<file path="src/rtl/tpe_map.vh">
`ifndef TPE_MAP_VH
`define TPE_MAP_VH

// Pixel, half-pixel, character and tally widths
`define TPE_PIX_W 24
`define TPE_HALF_W 12
`define TPE_CHAR_W 10
`define TPE_DISP_W 5

// Buffer word layout
`define TPE_W_DE 28
`define TPE_W_VS 27
`define TPE_W_HS 26
`define TPE_W_C2 25
`define TPE_W_C1 24
`define TPE_WORD_W 29

// Fixed control characters, index {c1,c0}
`define TPE_CTRL_00 10'h354
`define TPE_CTRL_01 10'h0AB
`define TPE_CTRL_10 10'h154
`define TPE_CTRL_11 10'h2AB

// Reserved control bits are always sent as zero
`define TPE_CTL3_VALUE 1'b0
`define TPE_CTL0_VALUE 1'b0

// Reset values of configuration
`define TPE_RST_BUS_WIDTH 1'b1
`define TPE_RST_EDGE 1'b1
`define TPE_RST_CLK_STYLE 1'b0

// Strap capture: edges after reset release before straps are settled
`define TPE_STRAP_AGE 2'h2

// Pixel period limits in ps and system clock period in ps
`define TPE_PIXEL_MIN_PS 6060
`define TPE_PIXEL_MAX_PS 40000
`define TPE_CLK_PERIOD_PS 10000

`endif

</file>
<file path="src/rtl/tpe_buf.v">
`timescale 1ns/1ps
`default_nettype none
module tpe_buf #(
  parameter W = 29,
  parameter DEPTH = 2,
  parameter AW = 1
) (
  input wire clk,
  input wire rst_b,
  input wire in_valid,
  output wire in_ready,
  input wire [W-1:0] in_data,
  output wire out_valid,
  input wire out_ready,
  output wire [W-1:0] out_data
);
  reg [W-1:0] mem [0:DEPTH-1];
  reg [AW-1:0] wptr;
  reg [AW-1:0] rptr;
  reg [AW:0] count;
  wire push;
  wire pop;

  assign in_ready = (count != DEPTH[AW:0]);
  assign out_valid = (count != {(AW+1){1'b0}});
  assign out_data = mem[rptr];
  assign push = in_valid & in_ready;
  assign pop = out_valid & out_ready;

  always @(posedge clk) begin
    if (push) begin
      mem[wptr] <= in_data;
    end
  end

  always @(posedge clk or negedge rst_b) begin
    if (!rst_b) begin
      wptr <= {AW{1'b0}};
      rptr <= {AW{1'b0}};
      count <= {(AW+1){1'b0}};
    end else begin
      if (push) begin
        wptr <= (wptr == DEPTH[AW-1:0] - 1'b1) ? {AW{1'b0}} : wptr + 1'b1;
      end
      if (pop) begin
        rptr <= (rptr == DEPTH[AW-1:0] - 1'b1) ? {AW{1'b0}} : rptr + 1'b1;
      end
      if (push && !pop) begin
        count <= count + 1'b1;
      end else if (pop && !push) begin
        count <= count - 1'b1;
      end
    end
  end
endmodule
`default_nettype wire

</file>
<file path="src/rtl/tpe_encoder.v">
// Contract
// - Send exactly one of two candidate characters
// - Running disparity tally picks the balanced character
// - Data enable high sends red, green, blue
// - Data enable low sends syncs and controls
// - Bits 23:16, 15:8, 7:0 to channels 2,1,0
// - Blanking: ctl2 ch2, ctl1 ch1, syncs ch0
// - Third control bit always encoded zero
// - Send user controls during vertical blanking
// - Pixel period equals link period, 6.06-40 ns
// - Accept 12-line or 24-line pixel input
// - Straps set defaults, host may override later
// - Display detect via sense, or hot-plug with i2c_enable high
// - 24-line, edge 0: sample on falling edge
// - 24-line, edge 1: sample on rising edge
// - 12-line mode: sample on both edges
// - Bus width select 0 is 12, 1 is 24
// - Two 12-bit halves form one pixel
`timescale 1ns/1ps
`default_nettype none
`include "tpe_map.vh"
module tpe_encoder #(
  parameter BUF_DEPTH = 2,
  parameter BUF_AW = 1
) (
  input wire clk,
  input wire rst_b,
  input wire input_pixel_clock,
  input wire [`TPE_PIX_W-1:0] pixel_data,
  input wire data_enable,
  input wire hsync,
  input wire vsync,
  input wire ctl1,
  input wire ctl2,
  input wire strap_bus_width_select,
  input wire strap_edge_select,
  input wire strap_clock_style_select,
  input wire host_cfg_load,
  input wire host_bus_width_select,
  input wire host_edge_select,
  input wire host_clock_style_select,
  input wire receiver_sense,
  input wire hot_plug,
  input wire i2c_enable,
  input wire char_ready,
  output reg pixel_ready,
  output reg pixel_dropped,
  output reg char_valid,
  output wire [`TPE_CHAR_W-1:0] red_serial_channel,
  output wire [`TPE_CHAR_W-1:0] green_serial_channel,
  output wire [`TPE_CHAR_W-1:0] blue_serial_channel,
  output reg link_clock_output,
  output reg display_present,
  output reg bus_width_select,
  output reg edge_select,
  output reg clock_style_select
);
  localparam IN_W = `TPE_WORD_W;

  // TMDS character choice; returns {new tally, character}
  function [`TPE_DISP_W+`TPE_CHAR_W-1:0] tpe_tmds;
    input [7:0] d;
    input [`TPE_DISP_W-1:0] cnt_in;
    integer i;
    integer n1;
    integer n1m;
    integer diff;
    integer cnt;
    reg xn;
    reg [8:0] qm;
    reg [9:0] q;
    begin
      n1 = 0;
      for (i = 0; i < 8; i = i + 1) begin
        n1 = n1 + d[i];
      end
      xn = (n1 > 4) || (n1 == 4 && !d[0]);
      qm[0] = d[0];
      for (i = 1; i < 8; i = i + 1) begin
        qm[i] = xn ? ~(qm[i-1] ^ d[i]) : (qm[i-1] ^ d[i]);
      end
      qm[8] = ~xn;
      n1m = 0;
      for (i = 0; i < 8; i = i + 1) begin
        n1m = n1m + qm[i];
      end
      diff = 2 * n1m - 8;
      cnt = cnt_in;
      if (cnt_in[`TPE_DISP_W-1]) begin
        cnt = cnt - (1 << `TPE_DISP_W);
      end
      // Pick the inverted or plain form against the tally
      if (cnt == 0 || diff == 0) begin
        q = {~qm[8], qm[8], qm[8] ? qm[7:0] : ~qm[7:0]};
        cnt = qm[8] ? cnt + diff : cnt - diff;
      end else if ((cnt > 0 && diff > 0) || (cnt < 0 && diff < 0)) begin
        q = {1'b1, qm[8], ~qm[7:0]};
        cnt = cnt + 2 * qm[8] - diff;
      end else begin
        q = {1'b0, qm[8], qm[7:0]};
        cnt = cnt - 2 * (1 - qm[8]) + diff;
      end
      tpe_tmds = {cnt[`TPE_DISP_W-1:0], q};
    end
  endfunction

  function [`TPE_CHAR_W-1:0] tpe_ctrl;
    input [1:0] c;
    begin
      case (c)
        2'h0: tpe_ctrl = `TPE_CTRL_00;
        2'h1: tpe_ctrl = `TPE_CTRL_01;
        2'h2: tpe_ctrl = `TPE_CTRL_10;
        default: tpe_ctrl = `TPE_CTRL_11;
      endcase
    end
  endfunction

  // Pin synchronisers; third stage holds the value just before an edge
  wire [IN_W:0] pins;
  reg [IN_W:0] pin_s1;
  reg [IN_W:0] pin_s2;
  reg [IN_W:0] pin_s3;
  reg [5:0] misc_s1;
  reg [5:0] misc_s2;
  wire clk_now;
  wire clk_old;
  wire rise;
  wire fall;
  wire [IN_W-1:0] word_old;

  assign pins = {input_pixel_clock, data_enable, vsync, hsync, ctl2, ctl1, pixel_data};
  assign clk_now = pin_s2[IN_W];
  assign clk_old = pin_s3[IN_W];
  assign rise = clk_now & ~clk_old;
  assign fall = ~clk_now & clk_old;
  assign word_old = pin_s3[IN_W-1:0];

  always @(posedge clk or negedge rst_b) begin
    if (!rst_b) begin
      pin_s1 <= {(IN_W+1){1'b0}};
      pin_s2 <= {(IN_W+1){1'b0}};
      pin_s3 <= {(IN_W+1){1'b0}};
      misc_s1 <= 6'h00;
      misc_s2 <= 6'h00;
    end else begin
      pin_s1 <= pins;
      pin_s2 <= pin_s1;
      pin_s3 <= pin_s2;
      misc_s1 <= {strap_bus_width_select, strap_edge_select, strap_clock_style_select,
                  receiver_sense, hot_plug, i2c_enable};
      misc_s2 <= misc_s1;
    end
  end

  // Configuration: straps after release, host load afterwards
  reg [1:0] strap_age;
  reg strap_taken;

  always @(posedge clk or negedge rst_b) begin
    if (!rst_b) begin
      strap_age <= 2'h0;
      strap_taken <= 1'b0;
      bus_width_select <= `TPE_RST_BUS_WIDTH;
      edge_select <= `TPE_RST_EDGE;
      clock_style_select <= `TPE_RST_CLK_STYLE;
    end else if (!strap_taken) begin
      strap_age <= strap_age + 1'b1;
      if (strap_age == `TPE_STRAP_AGE) begin
        strap_taken <= 1'b1;
        bus_width_select <= misc_s2[5];
        edge_select <= misc_s2[4];
        clock_style_select <= misc_s2[3];
      end
    end else if (host_cfg_load) begin
      bus_width_select <= host_bus_width_select;
      edge_select <= host_edge_select;
      clock_style_select <= host_clock_style_select;
    end
  end

  always @(posedge clk or negedge rst_b) begin
    if (!rst_b) begin
      display_present <= 1'b0;
      link_clock_output <= 1'b0;
    end else begin
      display_present <= misc_s2[2] | (misc_s2[0] & misc_s2[1]);
      link_clock_output <= clk_now;
    end
  end

  // Capture: single edge in 24-line mode, two halves in 12-line mode
  wire prim_edge;
  wire sec_edge;
  reg [`TPE_HALF_W-1:0] low_half;
  reg have_low;
  reg push_valid;
  reg [IN_W-1:0] push_word;
  wire buf_in_ready;

  assign prim_edge = edge_select ? rise : fall;
  assign sec_edge = edge_select ? fall : rise;

  always @(posedge clk or negedge rst_b) begin
    if (!rst_b) begin
      low_half <= {`TPE_HALF_W{1'b0}};
      have_low <= 1'b0;
      push_valid <= 1'b0;
      push_word <= {IN_W{1'b0}};
      pixel_dropped <= 1'b0;
      pixel_ready <= 1'b0;
    end else begin
      push_valid <= 1'b0;
      pixel_ready <= buf_in_ready;
      if (push_valid && !buf_in_ready) begin
        pixel_dropped <= 1'b1;
      end
      if (bus_width_select) begin
        have_low <= 1'b0;
        if (prim_edge) begin
          push_valid <= 1'b1;
          push_word <= word_old;
        end
      end else begin
        if (prim_edge) begin
          low_half <= word_old[`TPE_HALF_W-1:0];
          have_low <= 1'b1;
        end else if (sec_edge && have_low) begin
          have_low <= 1'b0;
          push_valid <= 1'b1;
          push_word <= {word_old[IN_W-1:`TPE_PIX_W],
                        word_old[`TPE_HALF_W-1:0], low_half};
        end
      end
    end
  end

  wire buf_valid;
  wire [IN_W-1:0] buf_word;
  wire pop;

  assign pop = buf_valid & (~char_valid | char_ready);

  tpe_buf #(
    .W(IN_W),
    .DEPTH(BUF_DEPTH),
    .AW(BUF_AW)
  ) u_buf (
    .clk(clk),
    .rst_b(rst_b),
    .in_valid(push_valid),
    .in_ready(buf_in_ready),
    .in_data(push_word),
    .out_valid(buf_valid),
    .out_ready(pop),
    .out_data(buf_word)
  );

  always @(posedge clk or negedge rst_b) begin
    if (!rst_b) begin
      char_valid <= 1'b0;
    end else if (pop) begin
      char_valid <= 1'b1;
    end else if (char_ready) begin
      char_valid <= 1'b0;
    end
  end

  // Control pairs per channel, {c1,c0}; syncs and controls used only in blanking
  wire [5:0] ctl_pairs;
  wire [3*`TPE_CHAR_W-1:0] chars;
  wire de_now;

  assign de_now = buf_word[`TPE_W_DE];
  assign ctl_pairs = {`TPE_CTL3_VALUE, buf_word[`TPE_W_C2],
                      buf_word[`TPE_W_C1], `TPE_CTL0_VALUE,
                      buf_word[`TPE_W_VS], buf_word[`TPE_W_HS]};

  genvar ch;
  generate
    for (ch = 0; ch < 3; ch = ch + 1) begin : g_ch
      reg [`TPE_DISP_W-1:0] disp;
      reg [`TPE_CHAR_W-1:0] chr;
      wire [`TPE_DISP_W+`TPE_CHAR_W-1:0] enc;

      assign enc = tpe_tmds(buf_word[8*ch+7:8*ch], disp);
      assign chars[`TPE_CHAR_W*ch+`TPE_CHAR_W-1:`TPE_CHAR_W*ch] = chr;

      always @(posedge clk or negedge rst_b) begin
        if (!rst_b) begin
          disp <= {`TPE_DISP_W{1'b0}};
          chr <= {`TPE_CHAR_W{1'b0}};
        end else if (pop) begin
          if (de_now) begin
            chr <= enc[`TPE_CHAR_W-1:0];
            disp <= enc[`TPE_DISP_W+`TPE_CHAR_W-1:`TPE_CHAR_W];
          end else begin
            chr <= tpe_ctrl(ctl_pairs[2*ch+1:2*ch]);
            disp <= {`TPE_DISP_W{1'b0}};
          end
        end
      end
    end
  endgenerate

  assign blue_serial_channel = chars[`TPE_CHAR_W-1:0];
  assign green_serial_channel = chars[2*`TPE_CHAR_W-1:`TPE_CHAR_W];
  assign red_serial_channel = chars[3*`TPE_CHAR_W-1:2*`TPE_CHAR_W];
endmodule
`default_nettype wire

</file>
<file path="config.mk">
export PLATFORM = sky130hd
export DESIGN_NAME = tpe_encoder
export DESIGN_NICKNAME = d
export VERILOG_FILES = /design/src/rtl/tpe_buf.v /design/src/rtl/tpe_encoder.v
export VERILOG_INCLUDE_DIRS = /design/src /design/src/rtl
export SDC_FILE = /design/constraint.sdc
export NUM_CORES = 1
export LEC_CHECK = 0
export ABC_AREA = 1
export ABC_CLOCK_PERIOD_IN_PS = 8770
export BUFFER_PORTS_ARGS = -buffer_cell sky130_fd_sc_hd__buf_2
export CELL_PAD_IN_SITES_DETAIL_PLACEMENT = 1
export CELL_PAD_IN_SITES_GLOBAL_PLACEMENT = 2
export CORE_AREA = 2 2 207 209
export CTS_CLUSTER_SIZE = 16
export DETAILED_ROUTE_END_ITERATION = 7
export DIE_AREA = 0 0 209 211
export HOLD_SLACK_MARGIN = 0.08
export PLACE_DENSITY = 0.7
export SLEW_MARGIN = 5
export SYNTH_ARGS = -nofsm -noshare
export SYNTH_HDL_FRONTEND = slang
export SYNTH_HIERARCHICAL = 1
export SYNTH_SLANG_ARGS = --single-unit
</file>
<file path="constraint.sdc">
create_clock -name clk -period 8.77 [get_ports clk]
set_input_delay 1.754 -clock clk [delete_from_list [all_inputs] [get_ports clk]]
set_output_delay 1.754 -clock clk [all_outputs]
set_load 0.005 [all_outputs]
</file>
==> Word-level counts from Yosys, hierarchy flattened <==
Memories as Yosys holds them, arrays and structs flattened.
Cells that the tools add are included.
{ "classes": {"addsub": 74, "n_lt_le_gt_ge": 15, "eq_ne": 10, "muxes": 83, "n_bitwise": 60, "reduce_logical": 46} }
{ "op_table": {"columns": ["operator", "count"], "rows": [
  ["zero test 32 bit", 6],
  ["two-way mux 29 bit", 4],
  ["greater-than comparator 32 x 1 -> 1 bit, second input constant", 3],
  ["less-than comparator 32 x 1 -> 1 bit, second input constant", 3],
  ["two-way mux 32 bit", 3],
  ["two-way mux 10 bit", 9],
  ["two-way mux 5 bit", 12],
  ["adder 7 x 1 -> 8 bit", 6],
  ["two-way mux 1 bit", 47],
  ["subtractor 5 bit", 9],
  ["adder 6 x 1 -> 7 bit", 6],
  ["case mux 10 bit (2 select lines)", 2],
  ["adder 5 x 1 -> 6 bit", 6],
  ["adder 4 x 1 -> 5 bit", 6],
  ["adder 5 bit", 6],
  ["greater-than comparator 10 x 1 -> 1 bit, second input constant", 3],
  ["less-than comparator 10 x 1 -> 1 bit, second input constant", 3],
  ["case mux 10 bit (3 select lines)", 1],
  ["subtractor 9 x 4 -> 10 bit, second input constant", 3],
  ["NOT 1 bit", 28],
  ["adder 3 x 1 -> 4 bit", 6],
  ["== test 8 x 3 -> 1 bit, second input constant", 3],
  ["greater-than comparator 8 x 3 -> 1 bit, second input constant", 3],
  ["two-way mux 8 bit", 3],
  ["other kinds (25)", 107]
]} }
{ "word_totals": {"register_bits": 205, "ramBits": 58, "input_bits": 43, "out_inout_bits": 38, "wordCells": 317, "n_memories": 1} }
{ "memory_table": {"columns": ["memory", "words", "width", "read_ports", "rd_ports_with_merged_regs", "wr", "line", "source"], "rows": [
  ["u_buf.mem", 2, 29, 1, 0, 1, "tpe_buf.v:17", "reg [W-1:0] mem [0:DEPTH-1];"]
]} }

==> Longest topological paths before layout <==
Gate-level depths: netlist of run 1.
An unclocked memory read counts as a cell.
{ "depth": {"word_depth": 38, "mapped_depth": 48} }

==> Cells and area by module <==
The synthesis of run 1 kept the hierarchy.
{ "by_module_without_submodules": {"columns": ["module", "instances", "cells_per_inst", "area_each_um2"], "rows": [
  ["tpe_encoder", 1, 1062, 10552.6],
  ["tpe_buf", 1, 180, 2343.5]
]} }

==> Least setup slack after synthesis of run 1 <==
Ideal clock, no wire load.
{ "synth_timing": {"path_kind": "reg-to-reg", "from": "reg u_buf.rptr", "to": "reg g_ch[0].disp[4]", "t_arrival_ns": 7.701, "t_required_ns": 8.636, "setup_slack_ns": 0.935, "stages_incl_launch_ff": 47, "n_path_buf": 1, "period_less_slack_ns": 7.835, "path_cell_list": "dfrtp_1 inv_2 buf_2 nand2_1 nand2_1 inv_1 fa_1 fa_1 fa_1 inv_1 ha_1 fa_1 nor2_1 nand2_1 nand2_2 nand2_8 inv_8 nand2_1 (+11 left out) inv_1 fa_1 ha_1 fa_1 inv_1 ha_1 inv_1 o21ai_0 inv_1 ha_1 nand2_1 o21ai_0 xor2_1 nor3_1 nor2_1 nand2_1 o211ai_1 o21ai_0"} }
{ "synth_between": {"elab_chain_len": 38, "elab_cells_between_ends": 61, "cone_classes": "add/sub: 22; order compare: 3; eq/ne: 1; mux: 11; bitwise: 15; reduce/logical: 8; memory: 1"} }
{ "synth_lines": {"columns": ["element", "line", "source"], "rows": [
  ["start: declaration", "tpe_buf.v:19", "reg [AW-1:0] rptr;"],
  ["start signal: assignment", "tpe_buf.v:39", "rptr <= {AW{1'b0}};"],
  ["start signal: assignment", "tpe_buf.v:46", "rptr <= (rptr == DEPTH[AW-1:0] - 1'b1) ? {AW{1'b0}} : rptr + 1'b1;"],
  ["memory (2 x 29 bit) (*)", null, null],
  ["via buf_word[0]", "tpe_encoder.v:239", "wire [IN_W-1:0] buf_word;"],
  ["branches (longest 35 deep; another with adder 7 x 1 -> 8 bit)", null, null],
  ["two-way mux 5 bit (*)", "tpe_encoder.v:93", "if (cnt == 0 || diff == 0) begin"],
  ["two-way mux 5 bit (*)", "tpe_encoder.v:294", "if (de_now) begin"],
  ["end signal: assignment", "tpe_encoder.v:291", "disp <= {`TPE_DISP_W{1'b0}};"],
  ["end signal: assignment", "tpe_encoder.v:296", "disp <= enc[`TPE_DISP_W+`TPE_CHAR_W-1:`TPE_CHAR_W];"],
  ["end signal: assignment", "tpe_encoder.v:299", "disp <= {`TPE_DISP_W{1'b0}};"],
  ["end: declaration", "tpe_encoder.v:282", "reg [`TPE_DISP_W-1:0] disp;"]
]} }
Mark *: on every way through the listed nets, which the timed path passes.
A chain may end at the register's enable or synchronous reset.

==> Worst setup path in the final report of run 1 <==
{ "layout_timing": {"from": "reg u_buf.rptr", "to": "reg g_ch[1].chr[1], in the netlist green_serial_channel[1]"} }
{ "layout_between": {"elab_chain_len": 38, "elab_cells_between_ends": 56, "cone_classes": "add/sub: 15; order compare: 3; eq/ne: 1; mux: 12; bitwise: 15; reduce/logical: 9; memory: 1"} }
{ "layout_lines": {"columns": ["element", "line", "source"], "rows": [
  ["memory (2 x 29 bit) (*)", null, null],
  ["via buf_word[8]", "tpe_encoder.v:239", null],
  ["branches (longest 35 deep; another with adder 7 x 1 -> 8 bit)", null, null],
  ["two-way mux 10 bit (*)", "tpe_encoder.v:93", null],
  ["two-way mux 10 bit (*)", "tpe_encoder.v:294", null],
  ["end signal: assignment", "tpe_encoder.v:292", "chr <= {`TPE_CHAR_W{1'b0}};"],
  ["end signal: assignment", "tpe_encoder.v:295", "chr <= enc[`TPE_CHAR_W-1:0];"],
  ["end signal: assignment", "tpe_encoder.v:298", "chr <= tpe_ctrl(ctl_pairs[2*ch+1:2*ch]);"],
  ["end: declaration", "tpe_encoder.v:283", "reg [`TPE_CHAR_W-1:0] chr;"]
]} }
Marked as above.

==> flow_summary_export.csv, run 1 <==
group,metric,value,unit
drt,via_per_inst,4.54,
synthesis,yosys_synthesis_warning_count,6,
sta,min_tclk_post_route,8.24,ns
synthesis,yosys_register_bits,259,
critical_path,critical-path-slowest-cell,"fa_1",
synthesis,synth_async_sr_flop_share,0.776,
sta,max_freq,121,MHz
drt,totalWireLength,30.5,mm
run,cap_violations,0,
critical_path,timing.critical_path.to_type,"register",
clocking,numCtsBuffers,30,
clocking,clock_path_buffers,3,
final_layout,multiInputGateArea,5480,um^2
critical_path,worstRegToRegCells,29,
final_layout,layout.cells.most_common,"nand2_1",
grt,wire_length_of_the_first_global_routing_pass,49.3,mm
placement,placement.io_buffers,80,
final_layout,fillCellCount,4658,
final_layout,insertedDiodeCount,0,
drt,detail_route.iter0.violations,312,
clocking,cts-hold-fix-buffers,0,
final_layout,commonest_cells_after_routing_fill_and_taps_aside,"nand2_1, dfrtp_1, inv_1",
worst_hold_path,worst_hold_path.endpoint,"pin_s2[18]",
critical_path,path_class,"register to register",
synthesis,syn_nets,1393,
floorplanning,die_x,209,um
placement,dp_hpwl,21.9,mm
sta,final_hold_viol_count,0,
clocking,tritoncts_clock_tree,"yes",
sta,finalSetupViolations,0,
clocking,clock_tree.root_cell,"clkbuf_16",
synthesis,netlist-cell-type-count,46,
critical_path,critical-path-top-cell-by-count,"fa_1",
floorplanning,die_y,211,um
critical_path,critical_path.max_stage_delay,0.57,ns
final_layout,share_of_cells_above_drive_strength_1,0.188,
placement,dpl.cell_count,1847,
synthesis,post_synth_inst_count,1242,
synthesis,ys.flop_type,"dfrtp_1",
sta,final.setup.tns,0,ns
sta,slew_headroom,0.340,
sta,rsz0062_at_grt,"no",
drt,detailroute.via_count,8698,
final_layout,area_delta_synth_final,18.2,%
sta,final.hold.worst_slack,0.344,ns
synthesis,synth_area,12900,um^2
sta,tightestPinTransition,0.990,ns
grt,grt_antenna_before_repair,0,
floorplanning,ios,81,
critical_path,worstPathMaxFanout,14,
floorplanning,placeableCoreArea,41800,um^2
critical_path,crit-reg2reg-capture,"green_serial_channel[1]",
critical_path,cp_num_cells,29,
placement,gp_congestion,0.791,
floorplanning,core.rowCount,75,
grt,globalRouteOverflowTotal,0,
grt,pin_count_of_the_biggest_net_entering_global_routing,123,
critical_path,setup.reg_to_reg.worst_slack,0.53,ns
worst_hold_path,hp-class,"register to register",
worst_hold_path,min_from,"pin_s1[18]",
drt,antenna_violating_nets_post_route,0,
final_layout,storage_cell_area,6780,um^2
sta,worst_clock_skew,0.0181,ns
final_layout,final_cell_count_no_fill,1915,
grt,number_of_global_route_vias_before_repair,9196,
critical_path,worst_ep_required_time,9.24,ns
drt,drc_errors,0,
critical_path,cp.buffers_inverters,8,
drt,detailedRoute.firstPassIterationCount,4,
final_layout,final_nets,1503,
critical_path,critical_path.startpoint_type,"register",
clocking,worstSkewPairLatency,0.59,ns
sta,final.period_utilization,0.940,
sta,drv_slew,0,
synthesis,synth-edff-count,58,
critical_path,path_delay_family,"adder cells",
clocking,htreeDepth,1,
grt,gr-usage-all-layers,0.140,
critical_path,cp.arrival,8.71,ns
synthesis,avgSynthCellArea,10.4,um^2
run_status,outcome,"complete, no violations",
worst_hold_path,timing.hold.worst_path_depth,0,
floorplanning,die_area,44100,um^2
synthesis,yosysSeqAreaShare,0.525,
drt,avgRoutedWirePerCell,15.9,um
floorplanning,floorplan.initialDensity,0.309,
critical_path,r2r_start,"u_buf/rptr",
clocking,cts.clk_slew.worst_paths,0.06,ns
clocking,cts.sinks,259,
-- layer usage --
metal	routed length (um)	track usage
met3	897	0.0213
met1	14400	0.190
met5	0	0
met2	14400	0.233
met4	774	0.0369
-- worst max path at each step --
| stage | endpoint | from | slack (ns) |
|---|---|---|---|
| after floorplan | g_ch[0].disp[4] | u_buf/rptr | 0.94 |
| after global placement | g_ch[0].disp[4] | u_buf/rptr | 0.22 |
| after detailed placement | g_ch[0].disp[4] | u_buf/rptr | 0.09 |
| after CTS | g_ch[0].disp[4] | u_buf/rptr | 0.06 |
| after global routing | g_ch[2].disp[4] | u_buf/rptr | 0.01 |
| final | green_serial_channel[1] | u_buf/rptr | 0.53 |
-- layout make-up --
cell class | instances | share of cell area
clock buffer | 38 | 0.0553
clock inverter | 18 | 0.0130
inverter | 155 | 0.0400
multi-input combinational | 795 | 0.359
sequential | 259 | 0.444
tap | 539 | 0.0442
timing repair buffer | 111 | 0.0441
-- cells by family (layout without fill, tap and decap cells) --
logic type / after synthesis / count (layout) / share of synthesized area
AND/OR/NAND/NOR: 443 / 444 / 0.158
flip-flops: 259 / 259 / 0.525
buffers and inverters: 189 / 322 / 0.0571
AO/OA/AOI/OAI: 166 / 166 / 0.0747
adder cells (fa/ha/maj): 108 / 108 / 0.129
XOR/XNOR: 61 / 61 / 0.0420
multiplexers: 16 / 16 / 0.0140
-- metrics by stage --
stage / instance area [um^2] / util / worst slack [ns]
finish: 15200 / 0.365 / 0.530
global route: 15200 / 0.365 / 0.0101
CTS: 15000 / 0.360 / 0.0630
detailed placement: 14000 / 0.335 / 0.0886
global placement: 14000 / 0.335 / 0.219
floorplan: 12900 / - / 0.935
-- worst reg2reg max path: cells and delay by family, from the launching register on --
family | cells | cell delay, ns
adders and majority gates | 11 | 4.46
buffers and inverters | 8 | 1.00
xor gates and xnor gates | 1 | 0.23
DFF | 1 | 0.46
and+or+nand+nor | 6 | 1.09
AOI/OAI and AO/OA | 3 | 0.87
-- cells in the mapped netlist, drive strengths merged (3+ instances only) --
master,instances,share of area
o21ai,61,0.024
a22o,4,0.0027
a31oi,29,0.014
o211ai,7,0.0041
inv,153,0.046
fa,42,0.065
o22ai,16,0.0078
or2,7,0.0036
nor2,62,0.018
xor2,44,0.030
clkbuf,16,0.0047
nand4,4,0.0019
o31ai,3,0.0017
edfxtp,58,0.14
a21oi,37,0.014
ha,66,0.064
nand2,282,0.095
nor3,5,0.0019
xnor2,17,0.012
mux2,16,0.014
nand3,82,0.036
dfrtp,199,0.39
buf,18,0.0064
-- flip-flops by register name (all words and copies together), names as in the netlist, 2 cells and up --
register	flops
blue_serial_channel	10
g_ch.disp	12
green_serial_channel	10
low_half	12
misc_s1	6
misc_s2	6
pin_s1	30
pin_s2	30
pin_s3	29
push_word	29
red_serial_channel	10
strap_age	2
u_buf/count	2
u_buf/mem	58
-- timing repair --
action,in CTS,in global routing
buffers inserted,0,10
gates resized for setup,0,32
setup endpoints to repair,0,29
Power of run 1 is not shown: default switching activity piles up to over one toggle a cycle in this logic, so the estimate is an artifact.
==> run 2: changes to the inputs <==
Settings changed: CORE_AREA 2 2 207 209 to 2 2 158 275, DIE_AREA 0 0 209 211 to 0 0 160 277.
==> flow_summary_export.csv, run 2 (same netlist as run 1, synthesis figures left out) <==
group,metric,value,unit
run_status,outcome,"complete, no violations",
sta,rsz0062_at_grt,"yes",
clocking,clock_path_buffers,3,
clocking,cts.clk_slew.worst_paths,0.07,ns
critical_path,path_class,"register to register",
sta,final.hold.worst_slack,0.344,ns
drt,avgRoutedWirePerCell,16.2,um
final_layout,commonest_cells_after_routing_fill_and_taps_aside,"nand2_1, dfrtp_1, inv_1",
final_layout,fillCellCount,4836,
grt,gr-usage-all-layers,0.143,
clocking,htreeDepth,1,
floorplanning,die_area,44300,um^2
final_layout,area_delta_synth_final,16.5,%
sta,min_tclk_post_route,8.28,ns
clocking,clock_tree.root_cell,"clkbuf_16",
sta,max_freq,121,MHz
clocking,worstSkewPairLatency,0.54,ns
critical_path,critical-path-slowest-cell,"fa_2",
clocking,cts.sinks,259,
drt,totalWireLength,31.1,mm
clocking,tritoncts_clock_tree,"yes",
sta,final_hold_viol_count,0,
critical_path,cp.arrival,8.69,ns
drt,detailroute.via_count,8711,
final_layout,largest_registers,"u_buf/mem (58), pin_s1 (30), pin_s2 (30)",
placement,placement.io_buffers,80,
final_layout,storage_cell_area,6780,um^2
final_layout,finish.utilization,0.355,
critical_path,worstRegToRegCells,45,
drt,antenna_violating_nets_post_route,0,
floorplanning,floorplan.initialDensity,0.305,
grt,wire_length_of_the_first_global_routing_pass,50.7,mm
final_layout,insertedDiodeCount,0,
floorplanning,die_x,160,um
grt,grt_antenna_before_repair,0,
placement,dpl.cell_count,1870,
run,cap_violations,0,
grt,globalRouteOverflowTotal,0,
placement,dp_hpwl,23.4,mm
critical_path,worstPathMaxFanout,15,
worst_hold_path,timing.hold.worst_path_depth,0,
placement,gp_congestion,0.796,
critical_path,critical_path.max_stage_delay,0.58,ns
final_layout,final_cell_count_no_fill,1919,
drt,via_per_inst,4.54,
final_layout,layout.cells.most_common,"nand2_1",
sta,drv_slew,0,
clocking,cts-hold-fix-buffers,0,
sta,worst_clock_skew,0.0133,ns
final_layout,final_nets,1491,
clocking,numCtsBuffers,26,
drt,detailedRoute.firstPassIterationCount,6,
critical_path,timing.critical_path.to_type,"register",
critical_path,critical_path.startpoint_type,"register",
critical_path,critical-path-top-cell-by-count,"nand2_1",
drt,detail_route.iter0.violations,262,
final_layout,largest_register_ff_count,58,
worst_hold_path,hp-class,"register to register",
sta,finalSetupViolations,0,
final_layout,largest_register,"u_buf/mem",
floorplanning,ios,81,
sta,tightestPinTransition,0.987,ns
critical_path,setup.reg_to_reg.worst_slack,0.49,ns
sta,final.period_utilization,0.944,
sta,slew_headroom,0.342,
drt,drc_errors,0,
final_layout,multiInputGateArea,5470,um^2
grt,number_of_global_route_vias_before_repair,9540,
critical_path,worst_ep_required_time,9.18,ns
final_layout,share_of_cells_above_drive_strength_1,0.180,
floorplanning,core.rowCount,100,
grt,pin_count_of_the_biggest_net_entering_global_routing,77,
floorplanning,placeableCoreArea,42300,um^2
floorplanning,die_y,277,um
run 2: changes by cell type in the layout (fill, tap and decap cells not counted), sizes merged:
cell,before,now
clkbuf,39,35
clkinv,14,9
buf,110,102
bufinv,2,1
run 2: cell type report:
type	count	share of cell area
sequential	259	0.451
multi-input combinational	795	0.364
clock buffer	34	0.0494
tap	561	0.0467
timing repair buffer	103	0.0408
inverter	155	0.0406
clock inverter	12	0.00741
run 2: through the flow:
step | setup TNS [ns] | setup WS (ns) | area (um^2)
floorplan | 0 | 0.935 | 12900
global placement | 0 | 0.0887 | 14000
detailed placement | -0.0320 | -0.0320 | 14000
CTS | 0 | 0.0297 | 14900
global route | -0.0744 | -0.0503 | 15000
finish | 0 | 0.491 | 15000
run 2: what timing repair did:
action	CTS	global route
cloned	0	2
gates resized for setup	1	34
pin swaps	0	2
buffers inserted	0	1
endpoints found under the setup margin	1	34
run 2: metal layers:
layer | up-vias | wire length (um) | global-route usage | part of all wire
li1 | 4229 | - | - | -
met1 | 4303 | 11700 | 0.152 | 0.38
met2 | 122 | 17400 | 0.281 | 0.56
met3 | 57 | 801 | 0.0174 | 0.026
met4 | 0 | 1190 | 0.0578 | 0.038
met5 | - | 0 | 0 | 0
run 2: critical path: cells and delay by family (launching register included):
kind                       cells  cell delay, ns
xor gates and xnor gates       1            0.20
DFF                            1            0.45
and+or+nand+nor               21            1.90
AOI/OAI and AO/OA              4            0.52
buffers and inverters          8            0.66
adders and majority gates     11            4.44
run 2: path summary, 6_finish.rpt:
| check | start | end |
|---|---|---|
| worst max-delay path | u_buf/rptr | g_ch[0].disp[4] |
| worst min-delay path | misc_s1[4] | misc_s2[4] |
| worst max register to register | u_buf/rptr | g_ch[0].disp[4] |
| worst min register to register | misc_s1[4] | misc_s2[4] |
| max in group asynchronous | rst_b | green_serial_channel[1] |
| min in group asynchronous | rst_b | blue_serial_channel[3] |
Power of run 2 is left out for the same reason.
==> run 3: changes to the inputs <==
Settings changed: ABC_CLOCK_PERIOD_IN_PS 8770 to 9800, CORE_AREA 2 2 158 275 to 2 2 186 234, DIE_AREA 0 0 160 277 to 0 0 188 236.
Clock period 8.77 ns to 9.8 ns, I/O delays scaled along.
==> flow_summary_export.csv, run 3 (same netlist as run 1, synthesis figures left out) <==
group,metric,value,unit
drt,detail_route.iter0.violations,333,
grt,wire_length_of_the_first_global_routing_pass,50.2,mm
critical_path,crit-reg2reg-capture,"green_serial_channel[6]",
clocking,cts-hold-fix-buffers,0,
critical_path,path_class,"register to register",
final_layout,area_delta_synth_final,16.0,%
floorplanning,core.rowCount,85,
placement,placement.io_buffers,80,
sta,drv_slew,0,
critical_path,setup.reg_to_reg.worst_slack,0.84,ns
sta,worst_clock_skew,0.0218,ns
final_layout,insertedDiodeCount,0,
clocking,cts.clk_slew.worst_paths,0.06,ns
clocking,clock_tree.root_cell,"clkbuf_16",
sta,final_hold_viol_count,0,
drt,drc_errors,0,
placement,placed_cell_area,14000,um^2
final_layout,largest_register,"u_buf/mem",
clocking,numCtsBuffers,28,
critical_path,timing.critical_path.to_type,"register",
grt,number_of_global_route_vias_before_repair,9404,
grt,globalRouteOverflowTotal,0,
clocking,htreeDepth,1,
drt,detailroute.via_count,8703,
critical_path,worstPathMaxFanout,16,
clocking,cts_repair_resize_count,0,
critical_path,crit_end,"green_serial_channel[6]",
worst_hold_path,hp-class,"register to register",
final_layout,fillCellCount,4760,
clocking,tritoncts_clock_tree,"yes",
floorplanning,placeableCoreArea,42400,um^2
final_layout,largest_register_ff_count,58,
final_layout,largest_registers,"u_buf/mem (58), pin_s1 (30), pin_s2 (30)",
final_layout,layout.cells.most_common,"nand2_1",
critical_path,critical-path-top-cell-by-count,"fa_1",
clocking,cts_setup_buffers,0,
final_layout,postLayoutCellArea,15000,um^2
critical_path,critical-path-slowest-cell,"fa_1",
floorplanning,floorplan.initialDensity,0.304,
drt,antenna_violating_nets_post_route,0,
clocking,clock_path_buffers,3,
run_status,outcome,"complete, no violations",
final_layout,final_nets,1484,
critical_path,critical_path.max_stage_delay,0.57,ns
critical_path,critical_path.startpoint_type,"register",
critical_path,worstRegToRegCells,31,
sta,slew_headroom,0.399,
sta,finalSetupViolations,0,
grt,grt_antenna_before_repair,0,
floorplanning,die_y,236,um
grt,pin_count_of_the_biggest_net_entering_global_routing,73,
drt,detailedRoute.firstPassIterationCount,4,
critical_path,r2r_start,"u_buf/rptr",
floorplanning,die_x,188,um
critical_path,worst_ep_required_time,10.28,ns
grt,gr-usage-all-layers,0.141,
placement,dp_hpwl,22.3,mm
final_layout,commonest_cells_after_routing_fill_and_taps_aside,"nand2_1, dfrtp_1, inv_1",
sta,rsz0062_at_grt,"no",
sta,max_freq,112,MHz
floorplanning,die_area,44400,um^2
drt,avgRoutedWirePerCell,15.7,um
sta,min_tclk_post_route,8.96,ns
floorplanning,ios,81,
run,cap_violations,0,
placement,gp_congestion,0.780,
critical_path,startpoint,"u_buf/rptr",
critical_path,cp.arrival,9.44,ns
final_layout,share_of_cells_above_drive_strength_1,0.166,
drt,via_per_inst,4.53,
sta,tightestPinTransition,0.901,ns
clocking,worstSkewPairLatency,0.56,ns
sta,final.setup.tns,0,ns
drt,totalWireLength,30.1,mm
sta,final.period_utilization,0.914,
clocking,cts.sinks,259,
-- run 3: cell types whose count changed in the layout (fill, tap and decap cells not counted), sizes merged --
cell	change
buf	-7
clkbuf	+3
bufinv	+1
clkinv	+1
clkinvlp	-1
inv	+1
nand2	-1
-- run 3: area by class of cell --
cell class                      instances  area, um^2  area share
Clock buffer                           38         808      0.0541
Clock inverter                         14         155      0.0104
Inverter                              155         594      0.0397
Multi-Input combinational cell        794        5390       0.361
Sequential cell                       259        6770       0.453
Tap cell                              565         707      0.0473
Timing Repair Buffer                   95         523      0.0350
-- run 3: how the worst min path moves through the flow --
stage | from | endpoint | slack, ns | cells after the start
finish | pin_s2[21] | pin_s3[21] | 0.34 | 0
detailed placement | pin_s1[26] | pin_s2[26] | 0.34 | 0
global placement | misc_s1[5] | misc_s2[5] | 0.33 | 0
floorplan | misc_s1[0] | misc_s2[0] | 0.33 | 0
global route | pin_s2[8] | pin_s3[8] | 0.35 | 0
CTS | pin_s2[16] | pin_s3[16] | 0.34 | 0
-- run 3: critical path, delay by kind of cell (launching register included) --
family	cells	cell delay, ns
and+or+nand+nor	6	1.29
adders and majority gates	11	4.48
AOI/OAI and AO/OA	4	1.16
DFF	1	0.38
xor gates and xnor gates	1	0.32
buffers and inverters	9	1.25
-- run 3: per-layer routing --
metal | track usage | share of wire | wire [um] | up-vias
li1 | - | - | - | 4233
met1 | 0.174 | 0.44 | 13100 | 4306
met2 | 0.254 | 0.51 | 15300 | 123
met3 | 0.0202 | 0.033 | 988 | 41
met4 | 0.0389 | 0.022 | 671 | 0
met5 | 0 | 0 | 0 | -
-- run 3: per-stage QoR --
| stage | instances | setup WS, ns | hold slack, ns | utilization |
|---|---|---|---|---|
| final | 1920 | 0.839 | 0.345 | 0.352 |
| after global placement | 1868 | 0.953 | 0.332 | 0.330 |
| after CTS | 1920 | 0.733 | 0.339 | 0.352 |
| after detailed placement | 1868 | 0.742 | 0.336 | 0.330 |
| after floorplan | 1242 | 1.97 | 0.331 | - |
| after global routing | 1920 | 0.113 | 0.349 | 0.352 |
Power of run 3 is left out for the same reason.
